## src/verilog/ppv_defs.vh

```
// constants for the prom byte program/verify sequencer
`ifndef PPV_DEFS_VH
`define PPV_DEFS_VH

// ------------------------------------------------------------------
// clock and timing figures
// ------------------------------------------------------------------
`define PPV_CLK_NS          100
`define PPV_STEP_NS         1000
`define PPV_SAMPLE_NS       100
`define PPV_PULSE_US        1000
`define PPV_SETTLE_US       10
// least times, rounded up to whole cycles
`define PPV_STEP_CYC        ((`PPV_STEP_NS + `PPV_CLK_NS - 1) / `PPV_CLK_NS)
`define PPV_SAMPLE_CYC      ((`PPV_SAMPLE_NS + `PPV_CLK_NS - 1) / `PPV_CLK_NS)
// nominal pulse, inside its 0.95 to 1.05 ms window
`define PPV_PULSE_CYC       ((`PPV_PULSE_US * 1000) / `PPV_CLK_NS)
`define PPV_SETTLE_CYC      ((`PPV_SETTLE_US * 1000 + `PPV_CLK_NS - 1) / `PPV_CLK_NS)

// ------------------------------------------------------------------
// sizes and limits
// ------------------------------------------------------------------
`define PPV_ADDR_W          11
`define PPV_MAX_TRIES       25
`define PPV_TRY_W           5
`define PPV_TMR_W           20

// ------------------------------------------------------------------
// supply selection codes
// ------------------------------------------------------------------
`define PPV_VCC_PROG        2'h0
`define PPV_VCC_OVER        2'h1
`define PPV_VCC_MARGIN_HI   2'h2
`define PPV_VCC_MARGIN_LO   2'h3

`endif

```

## src/verilog/ppv_programmer.v

```verilog
// host-side sequencer that programs and verifies a uv-erasable byte-wide prom
`include "ppv_defs.vh"
`default_nettype none

// How it works
// - switch device supply on before anything else
// - raise strobes and enable, then programming voltage
// - present address, then drive the byte pattern
// - program strobe low for one nominal millisecond
// - verify strobe low after each pulse, compare byte
// - retry data, pulse, verify up to 25 times
// - overprogram at 5.0 V, twice summed pulse width
// - repeat whole sequence for every address
// - margin read every address at 6.0 and 4.2 V
// - drop programming voltage back to high level
// - at least one microsecond between timing events
// - never both strobes low under programming voltage
// - fourth output enable held low throughout
// - address setup and hold around each strobe
// - data setup and hold around program strobe
// - sample data pins at least 100 ns after verify falls
module ppv_programmer #(
  parameter AW         = `PPV_ADDR_W,
  parameter PULSE_CYC  = `PPV_PULSE_CYC,
  parameter SETTLE_CYC = `PPV_SETTLE_CYC
) (
  input  wire          I_SYS_CLK,
  input  wire          I_RST_N,
  input  wire          I_START,
  input  wire [AW-1:0] I_FIRST_ADDR,
  input  wire [AW-1:0] I_LAST_ADDR,
  output wire          O_BYTE_REQ,
  input  wire          I_BYTE_VALID,
  input  wire [7:0]    I_BYTE,
  output wire          O_BUSY,
  output reg           O_DONE,
  output reg           O_FAIL,
  output reg  [AW-1:0] O_FAIL_ADDR,
  output reg           O_FAIL_MARGIN,
  output reg           O_VCC_ON,
  output reg  [1:0]    O_VCC_SEL,
  output reg  [AW-1:0] O_ADDR,
  input  wire [7:0]    I_DATA_PINS,
  output reg  [7:0]    O_DATA_PINS,
  output reg           O_DATA_PINS_OE,
  output reg           O_PROGRAM_STROBE_N,
  output reg           O_VERIFY_STROBE_N,
  output reg           O_ENABLE_PROG_HIGH,
  output reg           O_ENABLE_PROG_VPP,
  output wire          O_FOURTH_OUTPUT_ENABLE
);

  // ----------------------------------------------------------------
  // states
  // ----------------------------------------------------------------
  localparam [4:0] S_IDLE  = 5'h00;
  localparam [4:0] S_PWR   = 5'h01;
  localparam [4:0] S_HIGH  = 5'h02;
  localparam [4:0] S_VPP   = 5'h03;
  localparam [4:0] S_REQ   = 5'h04;
  localparam [4:0] S_DSET  = 5'h05;
  localparam [4:0] S_PLOW  = 5'h06;
  localparam [4:0] S_PHI   = 5'h07;
  localparam [4:0] S_REL   = 5'h08;
  localparam [4:0] S_VLOW  = 5'h09;
  localparam [4:0] S_VHI   = 5'h0A;
  localparam [4:0] S_OVSUP = 5'h0B;
  localparam [4:0] S_OVDAT = 5'h0C;
  localparam [4:0] S_OVLOW = 5'h0D;
  localparam [4:0] S_OVHI  = 5'h0E;
  localparam [4:0] S_OVREL = 5'h0F;
  localparam [4:0] S_MGSUP = 5'h10;
  localparam [4:0] S_MREQ  = 5'h11;
  localparam [4:0] S_MSET  = 5'h12;
  localparam [4:0] S_MLOW  = 5'h13;
  localparam [4:0] S_MHI   = 5'h14;
  localparam [4:0] S_END   = 5'h15;

  localparam TW = `PPV_TMR_W;
  localparam [TW-1:0] STEP   = `PPV_STEP_CYC;
  localparam [TW-1:0] PULSE  = PULSE_CYC;
  localparam [TW-1:0] SETTLE = SETTLE_CYC;
  // verify low time covers both the sample delay and the 1 us spacing
  localparam [TW-1:0] VFY_LOW = (`PPV_STEP_CYC > `PPV_SAMPLE_CYC) ?
                                `PPV_STEP_CYC : `PPV_SAMPLE_CYC;
  localparam [`PPV_TRY_W-1:0] MAX_TRIES = `PPV_MAX_TRIES;
  localparam [`PPV_TRY_W-1:0] TRY_ONE   = 5'h01;

  // ----------------------------------------------------------------
  // state and working registers
  // ----------------------------------------------------------------
  reg [4:0]            state;
  reg [AW-1:0]         last_addr;
  reg [AW-1:0]         first_addr;
  reg [7:0]            want;
  reg [`PPV_TRY_W-1:0] tries;
  reg [`PPV_TRY_W:0]   over_left;
  reg                  margin_pass;
  reg                  tmr_load;
  reg [TW-1:0]         tmr_value;
  wire                 tmr_done;

  ppv_delay_timer #(
    .CW (TW)
  ) u_timer (
    .i_clk   (I_SYS_CLK),
    .i_rst_n (I_RST_N),
    .i_load  (tmr_load),
    .i_value (tmr_value),
    .o_done  (tmr_done)
  );

  assign O_BYTE_REQ             = (state == S_REQ) || (state == S_MREQ);
  assign O_BUSY                 = (state != S_IDLE);
  assign O_FOURTH_OUTPUT_ENABLE = 1'b0;

  // ----------------------------------------------------------------
  // sequencer
  // ----------------------------------------------------------------
  always @(posedge I_SYS_CLK) begin
    if (!I_RST_N) begin
      state              <= S_IDLE;
      last_addr          <= {AW{1'b0}};
      first_addr         <= {AW{1'b0}};
      want               <= 8'h00;
      tries              <= {`PPV_TRY_W{1'b0}};
      over_left          <= {(`PPV_TRY_W+1){1'b0}};
      margin_pass        <= 1'b0;
      tmr_load           <= 1'b0;
      tmr_value          <= {TW{1'b0}};
      O_DONE             <= 1'b0;
      O_FAIL             <= 1'b0;
      O_FAIL_ADDR        <= {AW{1'b0}};
      O_FAIL_MARGIN      <= 1'b0;
      O_VCC_ON           <= 1'b0;
      O_VCC_SEL          <= `PPV_VCC_PROG;
      O_ADDR             <= {AW{1'b0}};
      O_DATA_PINS        <= 8'h00;
      O_DATA_PINS_OE     <= 1'b0;
      O_PROGRAM_STROBE_N <= 1'b0;
      O_VERIFY_STROBE_N  <= 1'b0;
      O_ENABLE_PROG_HIGH <= 1'b0;
      O_ENABLE_PROG_VPP  <= 1'b0;
    end else begin
      tmr_load <= 1'b0;
      O_DONE   <= 1'b0;
      case (state)
        S_IDLE: begin
          if (I_START) begin
            first_addr <= I_FIRST_ADDR;
            last_addr  <= I_LAST_ADDR;
            O_ADDR     <= I_FIRST_ADDR;
            O_FAIL     <= 1'b0;
            O_VCC_ON   <= 1'b1;
            O_VCC_SEL  <= `PPV_VCC_PROG;
            tmr_load   <= 1'b1;
            tmr_value  <= SETTLE;
            state      <= S_PWR;
          end
        end
        S_PWR: begin
          if (tmr_done) begin
            O_PROGRAM_STROBE_N <= 1'b1;
            O_VERIFY_STROBE_N  <= 1'b1;
            O_ENABLE_PROG_HIGH <= 1'b1;
            tmr_load           <= 1'b1;
            tmr_value          <= STEP;
            state              <= S_HIGH;
          end
        end
        S_HIGH: begin
          if (tmr_done) begin
            O_ENABLE_PROG_VPP <= 1'b1;
            tmr_load          <= 1'b1;
            tmr_value         <= SETTLE;
            state             <= S_VPP;
          end
        end
        S_VPP: begin
          if (tmr_done) begin
            state <= S_REQ;
          end
        end
        S_REQ: begin
          if (I_BYTE_VALID) begin
            want      <= I_BYTE;
            tries     <= {`PPV_TRY_W{1'b0}};
            O_DATA_PINS    <= I_BYTE;
            O_DATA_PINS_OE <= 1'b1;
            tmr_load  <= 1'b1;
            tmr_value <= STEP;
            state     <= S_DSET;
          end
        end
        S_DSET: begin
          if (tmr_done) begin
            O_PROGRAM_STROBE_N <= 1'b0;
            tries              <= tries + TRY_ONE;
            tmr_load           <= 1'b1;
            tmr_value          <= PULSE;
            state              <= S_PLOW;
          end
        end
        S_PLOW: begin
          if (tmr_done) begin
            O_PROGRAM_STROBE_N <= 1'b1;
            tmr_load           <= 1'b1;
            tmr_value          <= STEP;
            state              <= S_PHI;
          end
        end
        S_PHI: begin
          if (tmr_done) begin
            // the device drives the pins during verify, so let go first
            O_DATA_PINS_OE <= 1'b0;
            tmr_load       <= 1'b1;
            tmr_value      <= STEP;
            state          <= S_REL;
          end
        end
        S_REL: begin
          if (tmr_done) begin
            O_VERIFY_STROBE_N <= 1'b0;
            tmr_load          <= 1'b1;
            tmr_value         <= VFY_LOW;
            state             <= S_VLOW;
          end
        end
        S_VLOW: begin
          if (tmr_done) begin
            // compare with strobe still low; a match is remembered in over_left as twice tries
            if (I_DATA_PINS == want) begin
              over_left <= {tries, 1'b0};
            end else begin
              over_left <= {(`PPV_TRY_W+1){1'b0}};
            end
            O_VERIFY_STROBE_N <= 1'b1;
            tmr_load          <= 1'b1;
            tmr_value         <= STEP;
            state             <= S_VHI;
          end
        end
        S_VHI: begin
          if (tmr_done) begin
            if (over_left != {(`PPV_TRY_W+1){1'b0}}) begin
              O_VCC_SEL <= `PPV_VCC_OVER;
              tmr_load  <= 1'b1;
              tmr_value <= SETTLE;
              state     <= S_OVSUP;
            end else if (tries < MAX_TRIES) begin
              O_DATA_PINS_OE <= 1'b1;
              tmr_load       <= 1'b1;
              tmr_value      <= STEP;
              state          <= S_DSET;
            end else begin
              O_FAIL            <= 1'b1;
              O_FAIL_ADDR       <= O_ADDR;
              O_FAIL_MARGIN     <= 1'b0;
              O_ENABLE_PROG_VPP <= 1'b0;
              tmr_load          <= 1'b1;
              tmr_value         <= SETTLE;
              state             <= S_END;
            end
          end
        end
        S_OVSUP: begin
          if (tmr_done) begin
            O_DATA_PINS_OE <= 1'b1;
            tmr_load       <= 1'b1;
            tmr_value      <= STEP;
            state          <= S_OVDAT;
          end
        end
        S_OVDAT: begin
          if (tmr_done) begin
            O_PROGRAM_STROBE_N <= 1'b0;
            tmr_load           <= 1'b1;
            tmr_value          <= PULSE;
            state              <= S_OVLOW;
          end
        end
        S_OVLOW: begin
          // one long pulse built from 2 x tries nominal slices
          if (tmr_done) begin
            tmr_load <= 1'b1;
            if (over_left == {{`PPV_TRY_W{1'b0}}, 1'b1}) begin
              O_PROGRAM_STROBE_N <= 1'b1;
              tmr_value          <= STEP;
              state              <= S_OVHI;
            end else begin
              over_left <= over_left - {{`PPV_TRY_W{1'b0}}, 1'b1};
              tmr_value <= PULSE;
            end
          end
        end
        S_OVHI: begin
          if (tmr_done) begin
            O_DATA_PINS_OE <= 1'b0;
            O_VCC_SEL      <= `PPV_VCC_PROG;
            tmr_load       <= 1'b1;
            tmr_value      <= SETTLE;
            state          <= S_OVREL;
          end
        end
        S_OVREL: begin
          if (tmr_done) begin
            tmr_load <= 1'b1;
            if (O_ADDR == last_addr) begin
              margin_pass <= 1'b0;
              O_ADDR      <= first_addr;
              O_VCC_SEL   <= `PPV_VCC_MARGIN_HI;
              tmr_value   <= SETTLE;
              state       <= S_MGSUP;
            end else begin
              O_ADDR    <= O_ADDR + {{(AW-1){1'b0}}, 1'b1};
              tmr_value <= STEP;
              state     <= S_VPP;
            end
          end
        end
        S_MGSUP: begin
          if (tmr_done) begin
            state <= S_MREQ;
          end
        end
        S_MREQ: begin
          if (I_BYTE_VALID) begin
            want      <= I_BYTE;
            tmr_load  <= 1'b1;
            tmr_value <= STEP;
            state     <= S_MSET;
          end
        end
        S_MSET: begin
          if (tmr_done) begin
            O_VERIFY_STROBE_N <= 1'b0;
            tmr_load          <= 1'b1;
            tmr_value         <= VFY_LOW;
            state             <= S_MLOW;
          end
        end
        S_MLOW: begin
          if (tmr_done) begin
            if (I_DATA_PINS != want) begin
              O_FAIL        <= 1'b1;
              O_FAIL_ADDR   <= O_ADDR;
              O_FAIL_MARGIN <= 1'b1;
            end
            O_VERIFY_STROBE_N <= 1'b1;
            tmr_load          <= 1'b1;
            tmr_value         <= STEP;
            state             <= S_MHI;
          end
        end
        S_MHI: begin
          if (tmr_done) begin
            tmr_load <= 1'b1;
            if (O_FAIL || (O_ADDR == last_addr && margin_pass)) begin
              O_ENABLE_PROG_VPP <= 1'b0;
              O_VCC_SEL         <= `PPV_VCC_PROG;
              tmr_value         <= SETTLE;
              state             <= S_END;
            end else if (O_ADDR == last_addr) begin
              margin_pass <= 1'b1;
              O_ADDR      <= first_addr;
              O_VCC_SEL   <= `PPV_VCC_MARGIN_LO;
              tmr_value   <= SETTLE;
              state       <= S_MGSUP;
            end else begin
              O_ADDR    <= O_ADDR + {{(AW-1){1'b0}}, 1'b1};
              tmr_value <= STEP;
              state     <= S_MGSUP;
            end
          end
        end
        S_END: begin
          // pin stays at the programming high level, supply stays on
          if (tmr_done) begin
            O_VCC_SEL <= `PPV_VCC_PROG;
            O_DONE    <= 1'b1;
            state     <= S_IDLE;
          end
        end
        default: begin
          state <= S_IDLE;
        end
      endcase
    end
  end

endmodule

`default_nettype wire

```

## src/verilog/ppv_delay_timer.v

```verilog
// loadable down counter that marks the end of a wait
`default_nettype none

module ppv_delay_timer #(
  parameter CW = 20
) (
  input  wire          i_clk,
  input  wire          i_rst_n,
  input  wire          i_load,
  input  wire [CW-1:0] i_value,
  output wire          o_done
);

  reg [CW-1:0] count;

  always @(posedge i_clk) begin
    if (!i_rst_n) begin
      count <= {CW{1'b0}};
    end else if (i_load) begin
      count <= i_value;
    end else if (count != {CW{1'b0}}) begin
      count <= count - {{(CW-1){1'b0}}, 1'b1};
    end
  end

  // a load in progress hides the stale zero of the previous wait
  assign o_done = (count == {CW{1'b0}}) && !i_load;

endmodule

`default_nettype wire

```

## config.mk

```make
export PLATFORM = sky130hd
export DESIGN_NAME = ppv_programmer
export DESIGN_NICKNAME = d
export VERILOG_FILES = /design/src/verilog/ppv_programmer.v /design/src/verilog/ppv_delay_timer.v
export VERILOG_INCLUDE_DIRS = /design/src /design/src/verilog
export SDC_FILE = /design/constraint.sdc
export NUM_CORES = 1
export LEC_CHECK = 0
export ABC_AREA = 1
export ABC_CLOCK_PERIOD_IN_PS = 2530
export BUFFER_PORTS_ARGS = -buffer_cell sky130_fd_sc_hd__buf_2
export CAP_MARGIN = 20
export CORE_UTILIZATION = 35
export CTS_CLUSTER_DIAMETER = 80
export DETAILED_ROUTE_END_ITERATION = 10
export PLACE_DENSITY_LB_ADDON = 0.2
export RECOVER_POWER = 25
export SLEW_MARGIN = 20
export SYNTH_ARGS = -nofsm -noshare
export SYNTH_HDL_FRONTEND = slang
export SYNTH_HIERARCHICAL = 1
export SYNTH_SLANG_ARGS = --single-unit
```

## constraint.sdc

```tcl
create_clock -name I_SYS_CLK -period 2.53 [get_ports I_SYS_CLK]
set_input_delay 0.506 -clock I_SYS_CLK [delete_from_list [all_inputs] [get_ports I_SYS_CLK]]
set_output_delay 0.506 -clock I_SYS_CLK [all_outputs]
set_load 0.1 [all_outputs]
```

==> results.json <==
{
  "setup_viol": 0,
  "dr.pass1.iters": 5,
  "rsz0062_at_grt": "no",
  "clock_skew_ps": 17.0,
  "cp_slowest_cell": "dfxtp_1",
  "grt.overflow.total": 0,
  "dr.first_iter.drc_count": 374,
  "clock_latency_ps": 360,
  "syn-instance-count": 990,
  "nets": 1128,
  "cp_num_cells": 5,
  "cts_root_buffer": "clkbuf_16",
  "row_count": 49,
  "p_int_mw": 4.02,
  "pwr-share-comb_pct": 51.3,
  "rr_worst_depth": 11,
  "syn_avg_cell_area_um2": 6.49,
  "synth_edf_count": 0,
  "multi_input_area_um2": 3660,
  "via_per_inst": 4.81,
  "holdBufCountCts": 0,
  "period_minus_slack_ps": 2330,
  "drive_above_1_share_pct": 14.3,
  "ant_nets": 0,
  "criticalPathCategory": "reg2out",
  "die_x_um": 138,
  "critPathLaunchType": "flop",
  "crit_fanout": 9,
  "globalplace.congestion": 0.897,
  "pre_cts_ws_ps": 312,
  "chipHeight_um": 138,
  "endpoint": "O_BUSY",
  "routedWlPerCell_um": 13.7,
  "clock_power_share_pct": 17.6,
  "critical_path_buf_inv_count": 2,
  "numClockSinks": 112,
  "critical-path-top-delay-family": "flip-flops",
  "place_inst": 1298,
  "p_sw_mw": 4.13,
  "synth_cell_type_count": 44,
  "cellPowerDensity_nw_per_um2": 1100,
  "cts_inserted_buffers": 9,
  "post_cts_buffers": 0,
  "slew_viol_final": 0,
  "fin_cells": 1314,
  "post-route-drc-count": 0,
  "antennaDiodeCount": 0,
  "max_freq_mhz": 430,
  "clk_pin_slew_worst_paths_ps": 90,
  "ys_ff_latch": 112,
  "syn_area_um2": 6430,
  "synth_area_leaders": "dfxtp_1 (35%), nand2_1 (14%), nor2_1 (10%)",
  "power_mw": 8.15,
  "grt_first_pass_wirelength_um": 29300,
  "sw_frac_of_total_pct": 50.7,
  "cp-startpoint": "state[1]$_SDFFE_PN0P_",
  "synth_area_leader_cell": "dfxtp_1",
  "worst_slack_ps": 202,
  "finalSetupTns_ps": 0,
  "crit_path_cell_trace": "nor2_4 -> nand2_1 -> nor2_2 -> inv_2 -> buf_2",
  "sequentialPowerShare_pct": 31.1,
  "worstMarginPinSlew_ps": 1260,
  "timing.final.crit_share_pct": 92.0,
  "die_area_um2": 18900,
  "grt_pass1_vias": 5802,
  "portBuffers": 84,
  "worst_slew_margin_rel_pct": 16.4,
  "antenna_found_initial": 0,
  "finalHoldViolCount": 0,
  "ys_seq_area_share_pct": 34.9,
  "cts_tree": "built",
  "post-route-util_pct": 41.1,
  "cp.arrival_ps": 1820,
  "vias": 6326,
  "required_ps": 2020,
  "dp_hpwl_um": 13300,
  "drt_wl_total_um": 18000,
  "grt.total_usage_pct": 19.9,
  "seqCellArea_um2": 2240,
  "nFillCells": 1992,
  "fp.coreArea_um2": 18000,
  "synth_ff_type": "dfxtp_1",
  "outcome": "completed",
  "drv_cap": 0,
  "yosysWarnings": 6,
  "ir_drop_mv": 0.487,
  "yosysTopAreaCellShare_pct": 34.9,
  "htreeDepth": 3,
  "hp-start": "I_LAST_ADDR[1]",
  "max_stage_delay_ps": 630,
  "r2r-start": "O_ADDR[6]$_SDFFE_PN0P_",
  "cts_buffer_depth": 2,
  "async_flop_share_pct": 0,
  "syn2layout_area_growth_pct": 14.9,
  "num_io_pins": 86,
  "initial_core_util_pct": 35.8,
  "r2r-end": "tmr_value[6]$_SDFFE_PN0P_",
  "hold_path_class": "in2reg",
  "grt_max_degree": 70,
  "p_leak_nw": 3.47,
  "end_kind": "primary output",
  "r2r_slack_ps": 270
}
-- Yosys cell counts (all sizes together), types with 8 or more instances --
| library cell | instances |
|---|---|
| clkbuf | 13 |
| nand3b | 8 |
| nor3 | 18 |
| nor2 | 199 |
| inv | 100 |
| xnor2 | 11 |
| a21oi | 59 |
| dfxtp | 112 |
| nand2 | 257 |
| o21ai | 61 |
| xor2 | 15 |
| nand4 | 14 |
| nand3 | 69 |
| buf | 17 |
| o211ai | 10 |
-- worst min-delay path, cell delays in order --
cell,delay (ps)
buf_2,80
nor2_1,30
nor2_1,80
-- metal layers --
metal / track usage (%) / vias to the layer above / part of all wire (%)
li1: - / 3331 / -
met1: 26.7 / 2840 / 49
met2: 32.0 / 136 / 45
met3: 3.83 / 19 / 4.4
met4: 5.74 / 0 / 1.5
met5: 0 / - / 0
-- worst min-delay path by stage --
stage               slack, ps  cells after the start                          end
floorplan                 440                      2     margin_pass$_SDFFE_PN0P_
global placement          450                      2  O_DATA_PINS[4]$_SDFFE_PN0P_
detailed placement        450                      2  O_DATA_PINS[5]$_SDFFE_PN0P_
CTS                       350                      3    last_addr[1]$_SDFFE_PN0P_
global route              360                      3    last_addr[7]$_SDFFE_PN0P_
finish                    360                      3    last_addr[1]$_SDFFE_PN0P_
-- registers in the layout, summed over array words and instances (netlist names) --
| register | flops |
|---|---|
| O_DATA_PINS | 8 |
| O_FAIL_MARGIN | 1 |
| tmr_value | 3 |
| u_timer/count | 20 |
| O_DONE | 1 |
| O_FAIL_ADDR | 11 |
| O_ENABLE_PROG_HIGH | 1 |
| O_DATA_PINS_OE | 1 |
| state | 5 |
| last_addr | 11 |
| O_ADDR | 11 |
| O_VCC_SEL | 2 |
| O_PROGRAM_STROBE_N | 1 |
| O_VERIFY_STROBE_N | 1 |
| O_FAIL | 1 |
| first_addr | 11 |
| O_ENABLE_PROG_VPP | 1 |
| tries | 5 |
| want | 8 |
| O_VCC_ON | 1 |
| tmr_load | 1 |
| margin_pass | 1 |
| over_left | 6 |
-- timing repair --
item                                   CTS  global route
endpoints found under the hold margin    0             0
resized for setup                        0             1
setup endpoints to repair                0             1
-- kinds of logic after synthesis --
group                      after synthesis  synth area share [%]
DFF                                    112                  34.9
adders and majority gates                6                  1.17
buffers and inverters                  133                  8.55
xor gates and xnor gates                26                  3.54
AOI/OAI and AO/OA                      140                  12.2
other                                    1                0.0583
and+or+nand+nor                        572                  39.6
-- metrics by stage --
stage                     hold WS (ps)  area, um^2
after detailed placement           453        7140
after global placement             449        7140
after global routing               359        7390
after floorplan                    441        6460
after CTS                          347        7430
final                              362        7390
-- cells in the final DEF, fill, tap and decap left out, types with 16 or more instances in the layout --
master / count
nand2_1: 240
buf_2: 54
inv_1: 86
o21ai_0: 55
nand3_1: 65
nor2_1: 175
dfxtp_1: 112
nand2_2: 16
nor3_1: 17
clkbuf_1: 30
a21oi_1: 56
-- layout make-up --
class	count	area share, %
multi-input combinational	755	49.6
sequential	112	30.4
timing repair buffer	99	6.93
inverter	103	5.30
tap	229	3.88
clock buffer	10	3.10
clock inverter	6	0.830
-- power groups by stage --
stage | sequential (mW) | combinational [mW] | clock [mW]
2_1_floorplan | 3.23 | 2.67 | 0
3_3_place_gp | 2.58 | 4.19 | 0
3_5_place_dp | 2.57 | 4.19 | 0
4_1_cts | 2.53 | 4.21 | 1.49
5_1_grt | 2.60 | 4.64 | 1.56
6_report | 2.54 | 4.18 | 1.43
Note: power is estimated with default switching activity, not from simulation.
